===== config.mk =====
export PLATFORM = sky130hd
export DESIGN_NAME = vppc_power_path
export DESIGN_NICKNAME = d
export VERILOG_FILES = /design/src/design/vppc_pkg.sv /design/src/design/vppc_ms_timer.sv /design/src/design/vppc_power_path.sv
export SDC_FILE = /design/constraint.sdc
export NUM_CORES = 1
export LEC_CHECK = 0
export BUFFER_PORTS_ARGS = -buffer_cell sky130_fd_sc_hd__clkbuf_2
export CAP_MARGIN = 15
export CORE_UTILIZATION = 37
export CTS_CLUSTER_DIAMETER = 80
export DETAILED_ROUTE_END_ITERATION = 8
export PLACE_DENSITY_LB_ADDON = 0.05
export REMOVE_ABC_BUFFERS = 1
export SKIP_LAST_GASP = 1
export SLEW_MARGIN = 20
export SYNTH_ARGS = -nofsm -noshare
export SYNTH_HDL_FRONTEND = slang
export SYNTH_HIERARCHICAL = 1
export SYNTH_SLANG_ARGS = --single-unit

===== constraint.sdc =====
create_clock -name i_core_clk -period 3.6 [get_ports i_core_clk]
set_input_delay 0.72 -clock i_core_clk [delete_from_list [all_inputs] [get_ports i_core_clk]]
set_output_delay 0.72 -clock i_core_clk [all_outputs]
set_load 0.02 [all_outputs]

===== src/design/vppc_pkg.sv =====
// Package: constants, port-state codes and carrier structs for the VBUS power path control
package vppc_pkg;

    // Clock and time base
    localparam int CLK_PERIOD_PS = 5000;
    localparam int MS_PS = 1000000000;
    localparam int MS_CYCLES = MS_PS / CLK_PERIOD_PS;

    // Field widths
    localparam int MS_W = 10;
    localparam int OFS_W = 4;
    localparam int PCT_W = 5;
    localparam int MV_W = 16;
    localparam int STATE_W = 4;

    // Window and voltage constants
    localparam logic [PCT_W-1:0] BASE_WINDOW_PCT = 5'h05;
    localparam logic [MV_W-1:0] SAFE5V_MV = 16'h1388;

    // Reset defaults, replaced by the nonvolatile image just after reset release
    localparam logic [MS_W-1:0] BLANK_DEFAULT_MS = 10'h12c;
    localparam logic [MS_W-1:0] DISCHARGE_DEFAULT_MS = 10'h0c8;
    localparam logic [OFS_W-1:0] OFS_DEFAULT = 4'h0;

    // Codes of the port state report coming from the Type-C state machine
    localparam logic [STATE_W-1:0] ST_UNATTACHED = 4'h0;
    localparam logic [STATE_W-1:0] ST_ATTACHED_SRC = 4'h1;
    localparam logic [STATE_W-1:0] ST_ATTACHED_SNK = 4'h2;
    localparam logic [STATE_W-1:0] ST_UNORIENTED_DBG_SRC = 4'h3;
    localparam logic [STATE_W-1:0] ST_ORIENTED_DBG_SRC = 4'h4;
    localparam logic [STATE_W-1:0] ST_ERROR_RECOVERY = 4'h5;

    // Comparator results from the analog front end
    typedef struct packed {
        logic bus_above_high;
        logic bus_below_low;
        logic bus_above_uvlo;
        logic bus_vsafe0;
        logic vdd_above_uvlo;
        logic vdd_below_ovlo;
    } vppc_sense_t;

    // Configuration image, both nonvolatile and live
    typedef struct packed {
        logic supply_undervoltage_check_enable;
        logic supply_overvoltage_check_enable;
        logic bus_window_check_select;
        logic discharge_enable;
        logic [OFS_W-1:0] high_ofs;
        logic [OFS_W-1:0] low_ofs;
        logic [MS_W-1:0] discharge_ms;
        logic [MS_W-1:0] profile_change_blank_time;
    } vppc_cfg_t;

    // Software write strobes with their data
    typedef struct packed {
        logic checks_we;
        logic supply_undervoltage_check_enable;
        logic supply_overvoltage_check_enable;
        logic bus_window_check_select;
        logic high_we;
        logic [OFS_W-1:0] high_ofs;
        logic low_we;
        logic [OFS_W-1:0] low_ofs;
        logic discharge_we;
        logic [MS_W-1:0] discharge_ms;
    } vppc_sw_wr_t;

    // Phase of the control logic
    typedef enum logic [1:0] {
        VPPC_BOOT,
        VPPC_RUN
    } vppc_phase_t;

endpackage


===== src/design/vppc_ms_timer.sv =====
// Millisecond down-counter that reports busy while a loaded interval runs
`timescale 1ns/1ps
`default_nettype none
module vppc_ms_timer
    import vppc_pkg::*;
#(
    parameter int W = MS_W
) (
    input wire logic i_core_clk,
    input wire logic i_resetn,
    input wire logic i_ce,
    input wire logic i_ms_tick,
    input wire logic i_start,
    input wire logic [W-1:0] i_ms,
    output logic o_busy
);
    logic [W:0] count;
    logic [W:0] next_count;

    // One extra tick is loaded so the interval never falls short of i_ms
    always_comb begin
        next_count = count;
        if (i_start) begin
            next_count = {1'b0, i_ms} + {{W{1'b0}}, 1'b1};
        end else if (i_ms_tick && (count != '0)) begin
            next_count = count - {{W{1'b0}}, 1'b1};
        end
    end

    always_ff @(posedge i_core_clk or negedge i_resetn) begin
        if (!i_resetn) begin
            count <= '0;
        end else if (i_ce) begin
            count <= next_count;
        end
    end

    assign o_busy = (count != '0);
endmodule
`default_nettype wire


===== src/design/vppc_power_path.sv =====
// VBUS power path control: supervision, switch enables, blanking and discharge timing
`timescale 1ns/1ps
`default_nettype none
// How it works
// - Bus must be valid before enabling sink switch; source may enable during blanking
// - Bad bus at attach blocks connection, switches
// - Later fault drops path; recovery or unattach
// - Nominal 5V at attach, profile value later; blank
// - Falling profile discharges bus during blanking
// - Window is nominal +/-5%, widened 0..15%
// - Offsets load from NVM; software writes while attached
// - Discharge at detach and error recovery entry
// - Discharge NVM-enabled; duration NVM or software
// - Supply checks in source role, each selectable
// - After source enable, supervise bus not supply
// - Window check default; UVLO-only test selectable
// - Source enable held while attached and valid
// - Source attach only from zero-volt bus
// - Sink enable when attached and bus valid
// - Each enable pin level shown as status
module vppc_power_path
    import vppc_pkg::*;
#(
    parameter int P_MS_CYCLES = MS_CYCLES
) (
    input wire logic i_core_clk,
    input wire logic i_resetn,
    input wire logic i_ce,
    input wire logic [STATE_W-1:0] i_port_state_report,
    input wire vppc_sense_t i_sense,
    input wire vppc_cfg_t i_nvm_cfg,
    input wire vppc_sw_wr_t i_sw_wr,
    input wire logic i_profile_change,
    input wire logic [MV_W-1:0] i_profile_mv,
    output logic o_source_power_switch_enable_o,
    output logic o_source_power_switch_enable_oe,
    output logic o_sink_power_switch_enable_o,
    output logic o_sink_power_switch_enable_oe,
    output logic o_source_switch_status,
    output logic o_sink_switch_status,
    output logic o_source_attach_allowed,
    output logic o_sink_attach_allowed,
    output logic o_error_recovery_request,
    output logic o_unattach_request,
    output logic o_discharge_active,
    output logic o_monitor_blanked,
    output logic [MV_W-1:0] o_nominal_mv,
    output logic [PCT_W-1:0] o_high_threshold_pct,
    output logic [PCT_W-1:0] o_low_threshold_pct,
    output vppc_cfg_t o_cfg
);
    localparam int TICK_W = $clog2(P_MS_CYCLES);
    localparam logic [TICK_W-1:0] TICK_LAST = TICK_W'(P_MS_CYCLES - 1);

    vppc_phase_t phase;
    vppc_phase_t next_phase;
    vppc_cfg_t cfg;
    vppc_cfg_t next_cfg;
    logic [TICK_W-1:0] tick_cnt;
    logic [TICK_W-1:0] next_tick_cnt;
    logic ms_tick;
    logic [STATE_W-1:0] prev_state;
    logic [MV_W-1:0] nominal_mv;
    logic [MV_W-1:0] next_nominal_mv;
    logic src_on;
    logic next_src_on;
    logic snk_on;
    logic next_snk_on;
    logic err_req;
    logic next_err_req;
    logic unatt_req;
    logic next_unatt_req;
    logic src_status;
    logic snk_status;
    logic fall_discharge;
    logic next_fall_discharge;

    logic src_state;
    logic snk_state;
    logic attached;
    logic was_attached;
    logic attach_entry;
    logic detach_event;
    logic err_entry;
    logic bus_ok;
    logic vdd_ok;
    logic blanking;
    logic det_discharging;
    logic blank_start;
    logic det_start;
    logic bus_fault;

    // Role decode of the reported port state
    // Both debug accessory source states act as source attached
    assign src_state = (i_port_state_report == ST_ATTACHED_SRC) ||
                       (i_port_state_report == ST_UNORIENTED_DBG_SRC) ||
                       (i_port_state_report == ST_ORIENTED_DBG_SRC);
    assign snk_state = (i_port_state_report == ST_ATTACHED_SNK);
    assign attached = src_state || snk_state;
    assign was_attached = (prev_state == ST_ATTACHED_SRC) ||
                          (prev_state == ST_UNORIENTED_DBG_SRC) ||
                          (prev_state == ST_ORIENTED_DBG_SRC) ||
                          (prev_state == ST_ATTACHED_SNK);
    assign attach_entry = attached && !was_attached;
    assign detach_event = !attached && was_attached;
    assign err_entry = (i_port_state_report == ST_ERROR_RECOVERY) &&
                       (prev_state != ST_ERROR_RECOVERY);

    // Bus condition: window by default, single undervoltage test when selected
    assign bus_ok = cfg.bus_window_check_select ?
                    (!i_sense.bus_above_high && !i_sense.bus_below_low) :
                    i_sense.bus_above_uvlo;

    // Supply checks, each only when enabled
    assign vdd_ok = (!cfg.supply_undervoltage_check_enable || i_sense.vdd_above_uvlo) &&
                    (!cfg.supply_overvoltage_check_enable || i_sense.vdd_below_ovlo);

    // A fault only counts once monitoring is no longer blanked.
    // The attach edge is left out: the blank timer only runs from the next cycle,
    // and a source always sees a dead bus at attach, so without this the port
    // would be pushed into error recovery on every attach.
    assign bus_fault = attached && !attach_entry && !blanking && !bus_ok;

    // Timer starts: attach or profile change blanks; detach or recovery discharges
    assign blank_start = i_ce && (phase == VPPC_RUN) &&
                         (attach_entry || (attached && i_profile_change));
    assign det_start = i_ce && (phase == VPPC_RUN) && cfg.discharge_enable &&
                       (detach_event || err_entry);

    // Millisecond prescaler shared by both timers
    // Free-running, so an interval of N ms lasts between N and N+1 ms
    always_comb begin
        next_tick_cnt = tick_cnt + {{(TICK_W-1){1'b0}}, 1'b1};
        if (tick_cnt == TICK_LAST) begin
            next_tick_cnt = '0;
        end
    end

    always_ff @(posedge i_core_clk or negedge i_resetn) begin
        if (!i_resetn) begin
            tick_cnt <= '0;
        end else if (i_ce) begin
            tick_cnt <= next_tick_cnt;
        end
    end

    assign ms_tick = (tick_cnt == TICK_LAST);

    // Monitoring blank interval after attach and after each profile change
    // One length for both cases; only the nonvolatile image sets it
    vppc_ms_timer #(
        .W(MS_W)
    ) u_blank_timer (
        .i_core_clk(i_core_clk),
        .i_resetn(i_resetn),
        .i_ce(i_ce),
        .i_ms_tick(ms_tick),
        .i_start(blank_start),
        .i_ms(cfg.profile_change_blank_time),
        .o_busy(blanking)
    );

    // Discharge interval after detach or error recovery entry
    // A new start while busy reloads the full interval
    vppc_ms_timer #(
        .W(MS_W)
    ) u_discharge_timer (
        .i_core_clk(i_core_clk),
        .i_resetn(i_resetn),
        .i_ce(i_ce),
        .i_ms_tick(ms_tick),
        .i_start(det_start),
        .i_ms(cfg.discharge_ms),
        .o_busy(det_discharging)
    );

    // Configuration: NVM image captured once after reset, then software updates
    always_comb begin
        next_phase = phase;
        next_cfg = cfg;
        case (phase)
            VPPC_BOOT: begin
                next_cfg = i_nvm_cfg;
                next_phase = VPPC_RUN;
            end
            VPPC_RUN: begin
                if (i_sw_wr.checks_we) begin
                    next_cfg.supply_undervoltage_check_enable =
                        i_sw_wr.supply_undervoltage_check_enable;
                    next_cfg.supply_overvoltage_check_enable =
                        i_sw_wr.supply_overvoltage_check_enable;
                    next_cfg.bus_window_check_select = i_sw_wr.bus_window_check_select;
                end
                // Offsets are only writable while a partner is attached
                if (i_sw_wr.high_we && attached) begin
                    next_cfg.high_ofs = i_sw_wr.high_ofs;
                end
                if (i_sw_wr.low_we && attached) begin
                    next_cfg.low_ofs = i_sw_wr.low_ofs;
                end
                // Discharge enable has no software path on purpose
                if (i_sw_wr.discharge_we) begin
                    next_cfg.discharge_ms = i_sw_wr.discharge_ms;
                end
            end
            default: begin
                next_phase = VPPC_BOOT;
            end
        endcase
    end

    always_ff @(posedge i_core_clk or negedge i_resetn) begin
        if (!i_resetn) begin
            phase <= VPPC_BOOT;
            cfg <= '{supply_undervoltage_check_enable: 1'b0,
                     supply_overvoltage_check_enable: 1'b0,
                     bus_window_check_select: 1'b1,
                     discharge_enable: 1'b1,
                     high_ofs: OFS_DEFAULT,
                     low_ofs: OFS_DEFAULT,
                     discharge_ms: DISCHARGE_DEFAULT_MS,
                     profile_change_blank_time: BLANK_DEFAULT_MS};
        end else if (i_ce) begin
            phase <= next_phase;
            cfg <= next_cfg;
        end
    end

    // Nominal level, switch enables, fault requests and profile discharge
    always_comb begin
        next_nominal_mv = nominal_mv;
        next_fall_discharge = fall_discharge && blanking;
        if (attach_entry) begin
            next_nominal_mv = SAFE5V_MV;
            next_fall_discharge = 1'b0;
        end else if (attached && i_profile_change) begin
            next_nominal_mv = i_profile_mv;
            next_fall_discharge = (i_profile_mv < nominal_mv);
        end
        // Supply gates only the first assertion; after that the bus alone rules
        next_src_on = src_state && (src_on || vdd_ok) &&
                      (bus_ok || blanking) && (phase == VPPC_RUN);
        // Sink needs a good bus to turn on; blanking only protects an enabled path
        next_snk_on = snk_state && (bus_ok || (blanking && snk_on)) &&
                      (phase == VPPC_RUN);
        next_err_req = src_state && bus_fault;
        next_unatt_req = snk_state && bus_fault;
        if (!attached) begin
            next_fall_discharge = 1'b0;
        end
    end

    always_ff @(posedge i_core_clk or negedge i_resetn) begin
        if (!i_resetn) begin
            prev_state <= ST_UNATTACHED;
            nominal_mv <= SAFE5V_MV;
            src_on <= 1'b0;
            snk_on <= 1'b0;
            err_req <= 1'b0;
            unatt_req <= 1'b0;
            fall_discharge <= 1'b0;
            src_status <= 1'b1;
            snk_status <= 1'b1;
        end else if (i_ce) begin
            prev_state <= i_port_state_report;
            nominal_mv <= next_nominal_mv;
            src_on <= next_src_on;
            snk_on <= next_snk_on;
            err_req <= next_err_req;
            unatt_req <= next_unatt_req;
            fall_discharge <= next_fall_discharge;
            // Status mirrors the pin level as seen with its pull-up
            src_status <= !next_src_on;
            snk_status <= !next_snk_on;
        end
    end

    // Open-drain enables only ever pull low; released means high impedance
    // The off-chip pull-up then holds the PMOS gate high, so the switch stays off
    assign o_source_power_switch_enable_o = 1'b0;
    assign o_source_power_switch_enable_oe = src_on;
    assign o_sink_power_switch_enable_o = 1'b0;
    assign o_sink_power_switch_enable_oe = snk_on;
    assign o_source_switch_status = src_status;
    assign o_sink_switch_status = snk_status;

    // Attach gating towards the port state machine
    // Source needs a dead bus and good supply; sink needs the selected bus test
    assign o_source_attach_allowed = i_sense.bus_vsafe0 && vdd_ok;
    assign o_sink_attach_allowed = bus_ok;

    // Plain state outputs; thresholds leave as percentages for the analog comparators
    assign o_error_recovery_request = err_req;
    assign o_unattach_request = unatt_req;
    assign o_discharge_active = det_discharging || (fall_discharge && blanking);
    assign o_monitor_blanked = blanking;
    assign o_nominal_mv = nominal_mv;
    assign o_high_threshold_pct = BASE_WINDOW_PCT + {1'b0, cfg.high_ofs};
    assign o_low_threshold_pct = BASE_WINDOW_PCT + {1'b0, cfg.low_ofs};
    assign o_cfg = cfg;
endmodule
`default_nettype wire


==> parameters.txt <==
Parameter                              Value

Run status
  Status ... complete, no violations

Logic synthesis
  Multiplexer area fraction after synthesis ... 0.06439
  Syn_area_per_cell ... 9.083 um2
  Most used DFF post-synth ... sky130_fd_sc_hd__dfrtp_1
  Ys Warns ... 6
  Xor/xnor share of the synthesized area ... 0.04492
  Arithmetic-cell share of the synthesized area counting full adders, half adders and majority gates ... 0.04706
  Post-synthesis compound-gate area fraction ... 0.1611
  Dominant cell type by area after synthesis ... sky130_fd_sc_hd__dfrtp_1
  Part of the Yosys area used for sequential elements ... 0.4312
  Largest cells by area after synthesis ... sky130_fd_sc_hd__dfrtp_1 (36%), sky130_fd_sc_hd__dfstp_2 (7.2%), sky130_fd_sc_hd__nand2_1 (5.5%), sky130_fd_sc_hd__ha_1 (4.7%), sky130_fd_sc_hd__mux2i_1 (3.9%)
  Library cells used by synthesis ... between 70 and 80
  Combined area of all synthesized cells ... between 0.005 and 0.006 mm2
  Number of synthesized flops with an enable pin ... 0
  Number of synthesized register bits ... 100
  Share of the synthesized area in the top cell type ... 0.3594
  Share of synthesized flip-flops with an asynchronous set or reset ... 1.000
  Cell count after synthesis ... around 640
  Simple-Gate Fraction of Synth Area ... 0.2062
  Combinational family with the most area after synthesis ... simple AND/OR/NAND/NOR gates

Setup path
  Cell family with most CP delay ... simple AND/OR/NAND/NOR gates
  Peak fanout along the critical path ... 5
  Required time of the critical path ... roughly 2.9 ns
  Startpoint type of the worst setup path ... register
  Crit-path max cell delay ... 0.52 ns
  Slowest library cell on the worst path ... sky130_fd_sc_hd__or4b_4
  Worst-path cell chain ... inv_1 > ha_1 > or4b_4 > nor4_4 > inv_1 > a21o_1 > clkbuf_2
  Dominant cell type by count on the critical path ... sky130_fd_sc_hd__inv_1
  Worst Setup Path Type ... register to output port
  Buf+Inv Stages, Crit Path ... 3
  Critical path capture point type ... output port
  Crit path arrival time ... 2.36 ns

Timing
  Final worst path period need ... slightly above 3 ns
  Setup repair after global routing missed its margin ... no
  Worst clock skew ... just under 0.008 ns
  Post-route clock period utilization ... 0.8564
  Highest clock frequency the design can meet ... around 320 MHz
  Setup-failing EPs final ... 0
  Remaining max-slew budget at the tightest pin ... 0.4323
  Summed negative setup slack over all endpoints ... 0 ns
  Tightest Pin Transition ... approximately 0.84 ns
  Worst hold slack ... roughly 0.46 ns
  Fin. max-slew vios ... 0
  Hold Vio Cnt, Final ... 0

Route
  Drt initial violations ... 284
  Post-DRT Antenna Nets ... 0
  Avg Vias per Cell ... approximately 5.2
  Routed wire length per instance ... 15.51 um
  Count of TritonRoute iterations in the first routing pass ... 4
  Drt drc ... 0
  Via count ... ~5.3k
  Post-detailed-routing wire length ... 15650 um

Final layout
  Layout Nets ... around 900
  Layout cells sized above 1 ... 0.2707
  Signed area change from the synthesized netlist to the final layout ... 22.16%
  Number of antenna cells inserted ... 0
  Number of fill cells ... ~1.6k

Place
  HPWL after detailed placement ... 11720 um
  Final weighted congestion of routability-driven global placement ... around 0.85
  Count of port buffers added during placement ... approximately 150

CTS
  Setup bufs post-CTS ... 0
  Post-CTS Hold Fix Bufs ... 0
  Clock H-tree levels ... 3
  Number of buffers added by the clock tree synthesis step ... 9
  Clock transition at path regs ... around 0.060 ns
  Worst-case clock buffer depth ... 2
  Clock Tree Root ... sky130_fd_sc_hd__clkbuf_16
  CTS sink cnt ... 100
  Clock network latency to the later pin of the worst-skew pair ... roughly 0.35 ns
  Quantity of gates resized following cts ... 0
  TritonCTS clock tree ... done

Pwr
  Power share of the sequential group ... 0.432
  Total power ... 3518 uW
  Switching power share of the total ... 0.3568
  Power share of the clock group ... 0.277
  Internal ... between 2000 and 2500 uW
  P_leak ... roughly 0.0034 uW
  Part of the power in combinational logic ... 0.291
  Sw power ... roughly 1300 uW
  Worst vdd ir ... around 0.26 mV
  Power Density ... between 400 and 500 mW/mm2

Die
  Starting density of the core ... 0.3819
  Number of ports placed on the die boundary ... ~160
  Horizontal extent of the die ... about 130 um
  Row count ... 45
  Die Y-Extent ... 127.7 um
  Core region area ... roughly 0.015 mm2
  Area of the die ... 0.01632 mm2

GRT
  Maximum number of pins on one net before global-route repair ... 60
  Number of antenna violations at the first check in global routing ... 0
  Congestion Overflow GR ... 0
  Wire length of the first global-routing pass ... approximately 26000 um
  Vias in the first global route ... between 5k and 6k
  Total routing resource utilization after global routing ... 0.2009

Worst hold path
  Path category of the worst min-delay check ... input pin to async pin

Flow run
  Max-Cap Viols ... 0
per-stage QoR:
stage	util	instance area (um2)	setup WS, ns	std cells
finish	0.4666	7146	0.5169	1009
global placement	0.4480	6860	0.6297	993
CTS	0.4666	7146	0.4795	1009
detailed placement	0.4480	6860	0.5710	993
global route	0.4666	7146	0.3476	1009
floorplan	-	5736	0.4238	618
final timing paths:
kind | from | to | slack, ns | cells past startpoint
max in group asynchronous | i_resetn | o_source_switch_status | 2.38 | 2
worst max register to register | tick_cnt[12] | u_discharge_timer/count[0] | 0.96 | 8
worst max-delay path | u_discharge_timer/count[0] | o_discharge_active | 0.52 | 7
worst min-delay path | i_resetn | tick_cnt[15] | 0.46 | 1
worst min register to register | o_nominal_mv[7] | o_nominal_mv[7] | 0.48 | 2
min in group i_core_clk | o_nominal_mv[7] | o_nominal_mv[7] | 0.48 | 2
state kept, by name (all words and copies together) (netlist names):
signal                           flops
o_cfg                               32
tick_cnt                            18
o_nominal_mv                        16
u_blank_timer/count                 11
u_discharge_timer/count             11
prev_state                           4
fall_discharge                       1
o_error_recovery_request             1
o_sink_power_switch_enable_oe        1
o_sink_switch_status                 1
o_source_power_switch_enable_oe      1
o_source_switch_status               1
o_unattach_request                   1
phase                                1
cells in the final DEF, fill, tap and decap left out, drive strengths merged, types with 3 or more instances in the layout:
| cell | count |
|---|---|
| nand2 | 85 |
| a22o | 3 |
| nand2b | 4 |
| and4 | 4 |
| mux2 | 13 |
| mux2i | 23 |
| inv | 38 |
| xnor2 | 21 |
| nor4bb | 3 |
| dfrtp | 84 |
| xor2 | 9 |
| a21o | 5 |
| nand4 | 15 |
| nor4 | 5 |
| o21a | 5 |
| or3 | 4 |
| buf | 11 |
| o21ai | 59 |
| dfstp | 16 |
| a21oi | 29 |
| nor2 | 44 |
| and2 | 4 |
| nand3 | 34 |
| o22ai | 13 |
| a31oi | 7 |
| nor3 | 18 |
| o211ai | 3 |
| ha | 22 |
| clkbuf | 164 |
| and3 | 7 |
| clkinv | 3 |
metal layers:
metal	global-route usage	share of wire	wire [um]	vias to the layer above
met5	0	0	0	-
met4	0.05882	0.015	240	0
li1	-	-	-	2620
met3	0.05384	0.053	837	17
met2	0.3203	0.47	7403	125
met1	0.2671	0.46	7170	2514
power groups by stage:
stage	clock [uW]	sequential, uW	combinational, uW
2_1_floorplan	0	1610	567
3_3_place_gp	0	1540	1020
3_5_place_dp	0	1540	1030
4_1_cts	1010	1520	1030
5_1_grt	1050	1550	1150
6_report	974	1520	1030
synthesized netlist by cell type, types with 4 or more instances:
library cell	instances
sky130_fd_sc_hd__nand2b_1	4
sky130_fd_sc_hd__o21ai_0	41
sky130_fd_sc_hd__mux2_2	9
sky130_fd_sc_hd__nor4_1	4
sky130_fd_sc_hd__inv_1	36
sky130_fd_sc_hd__o22ai_1	13
sky130_fd_sc_hd__buf_2	4
sky130_fd_sc_hd__nand2_1	85
sky130_fd_sc_hd__xor2_1	9
sky130_fd_sc_hd__xnor2_1	21
sky130_fd_sc_hd__and3_1	7
sky130_fd_sc_hd__o21ai_1	17
sky130_fd_sc_hd__and4_1	4
sky130_fd_sc_hd__nand3_1	33
sky130_fd_sc_hd__a21oi_1	29
sky130_fd_sc_hd__dfstp_2	16
sky130_fd_sc_hd__nor3_1	17
sky130_fd_sc_hd__nand4_1	15
sky130_fd_sc_hd__mux2_1	4
sky130_fd_sc_hd__mux2i_1	23
sky130_fd_sc_hd__a21o_1	5
sky130_fd_sc_hd__o21a_1	5
sky130_fd_sc_hd__nor2_1	44
sky130_fd_sc_hd__dfrtp_1	84
sky130_fd_sc_hd__clkbuf_1	17
sky130_fd_sc_hd__ha_1	22
sky130_fd_sc_hd__a31oi_1	7
sky130_fd_sc_hd__or3_1	4
cell type report:
type,instances,area (um2),share of cell area
clock buffer,11,232.7,0.03257
clock inverter,5,52.55,0.007354
inverter,38,142.6,0.01996
multi-input combinational,480,3070,0.4297
sequential,100,2522,0.3530
tap,211,264.0,0.03695
timing repair buffer,164,860.8,0.1205
kinds of logic after synthesis:
logic type | after synthesis
AO/OA/AOI/OAI | 150
XOR/XNOR | 30
adder cells (fa/ha/maj) | 22
buffers and inverters | 65
flip-flops | 100
multiplexers | 36
other | 1
AND/OR/NAND/NOR | 240
worst register-to-register path, cell delays in order, from the launching register on:
cell and delay, ns:
sky130_fd_sc_hd__dfrtp_1 0.43, sky130_fd_sc_hd__nor4b_1 0.32, sky130_fd_sc_hd__nand4_1 0.27, sky130_fd_sc_hd__nor2_1 0.33
sky130_fd_sc_hd__buf_4 0.25, sky130_fd_sc_hd__o21ai_0 0.10, sky130_fd_sc_hd__a41oi_1 0.45, sky130_fd_sc_hd__o21ai_0 0.18
sky130_fd_sc_hd__a22o_1 0.21
Note: power is estimated with default switching activity, not from simulation.
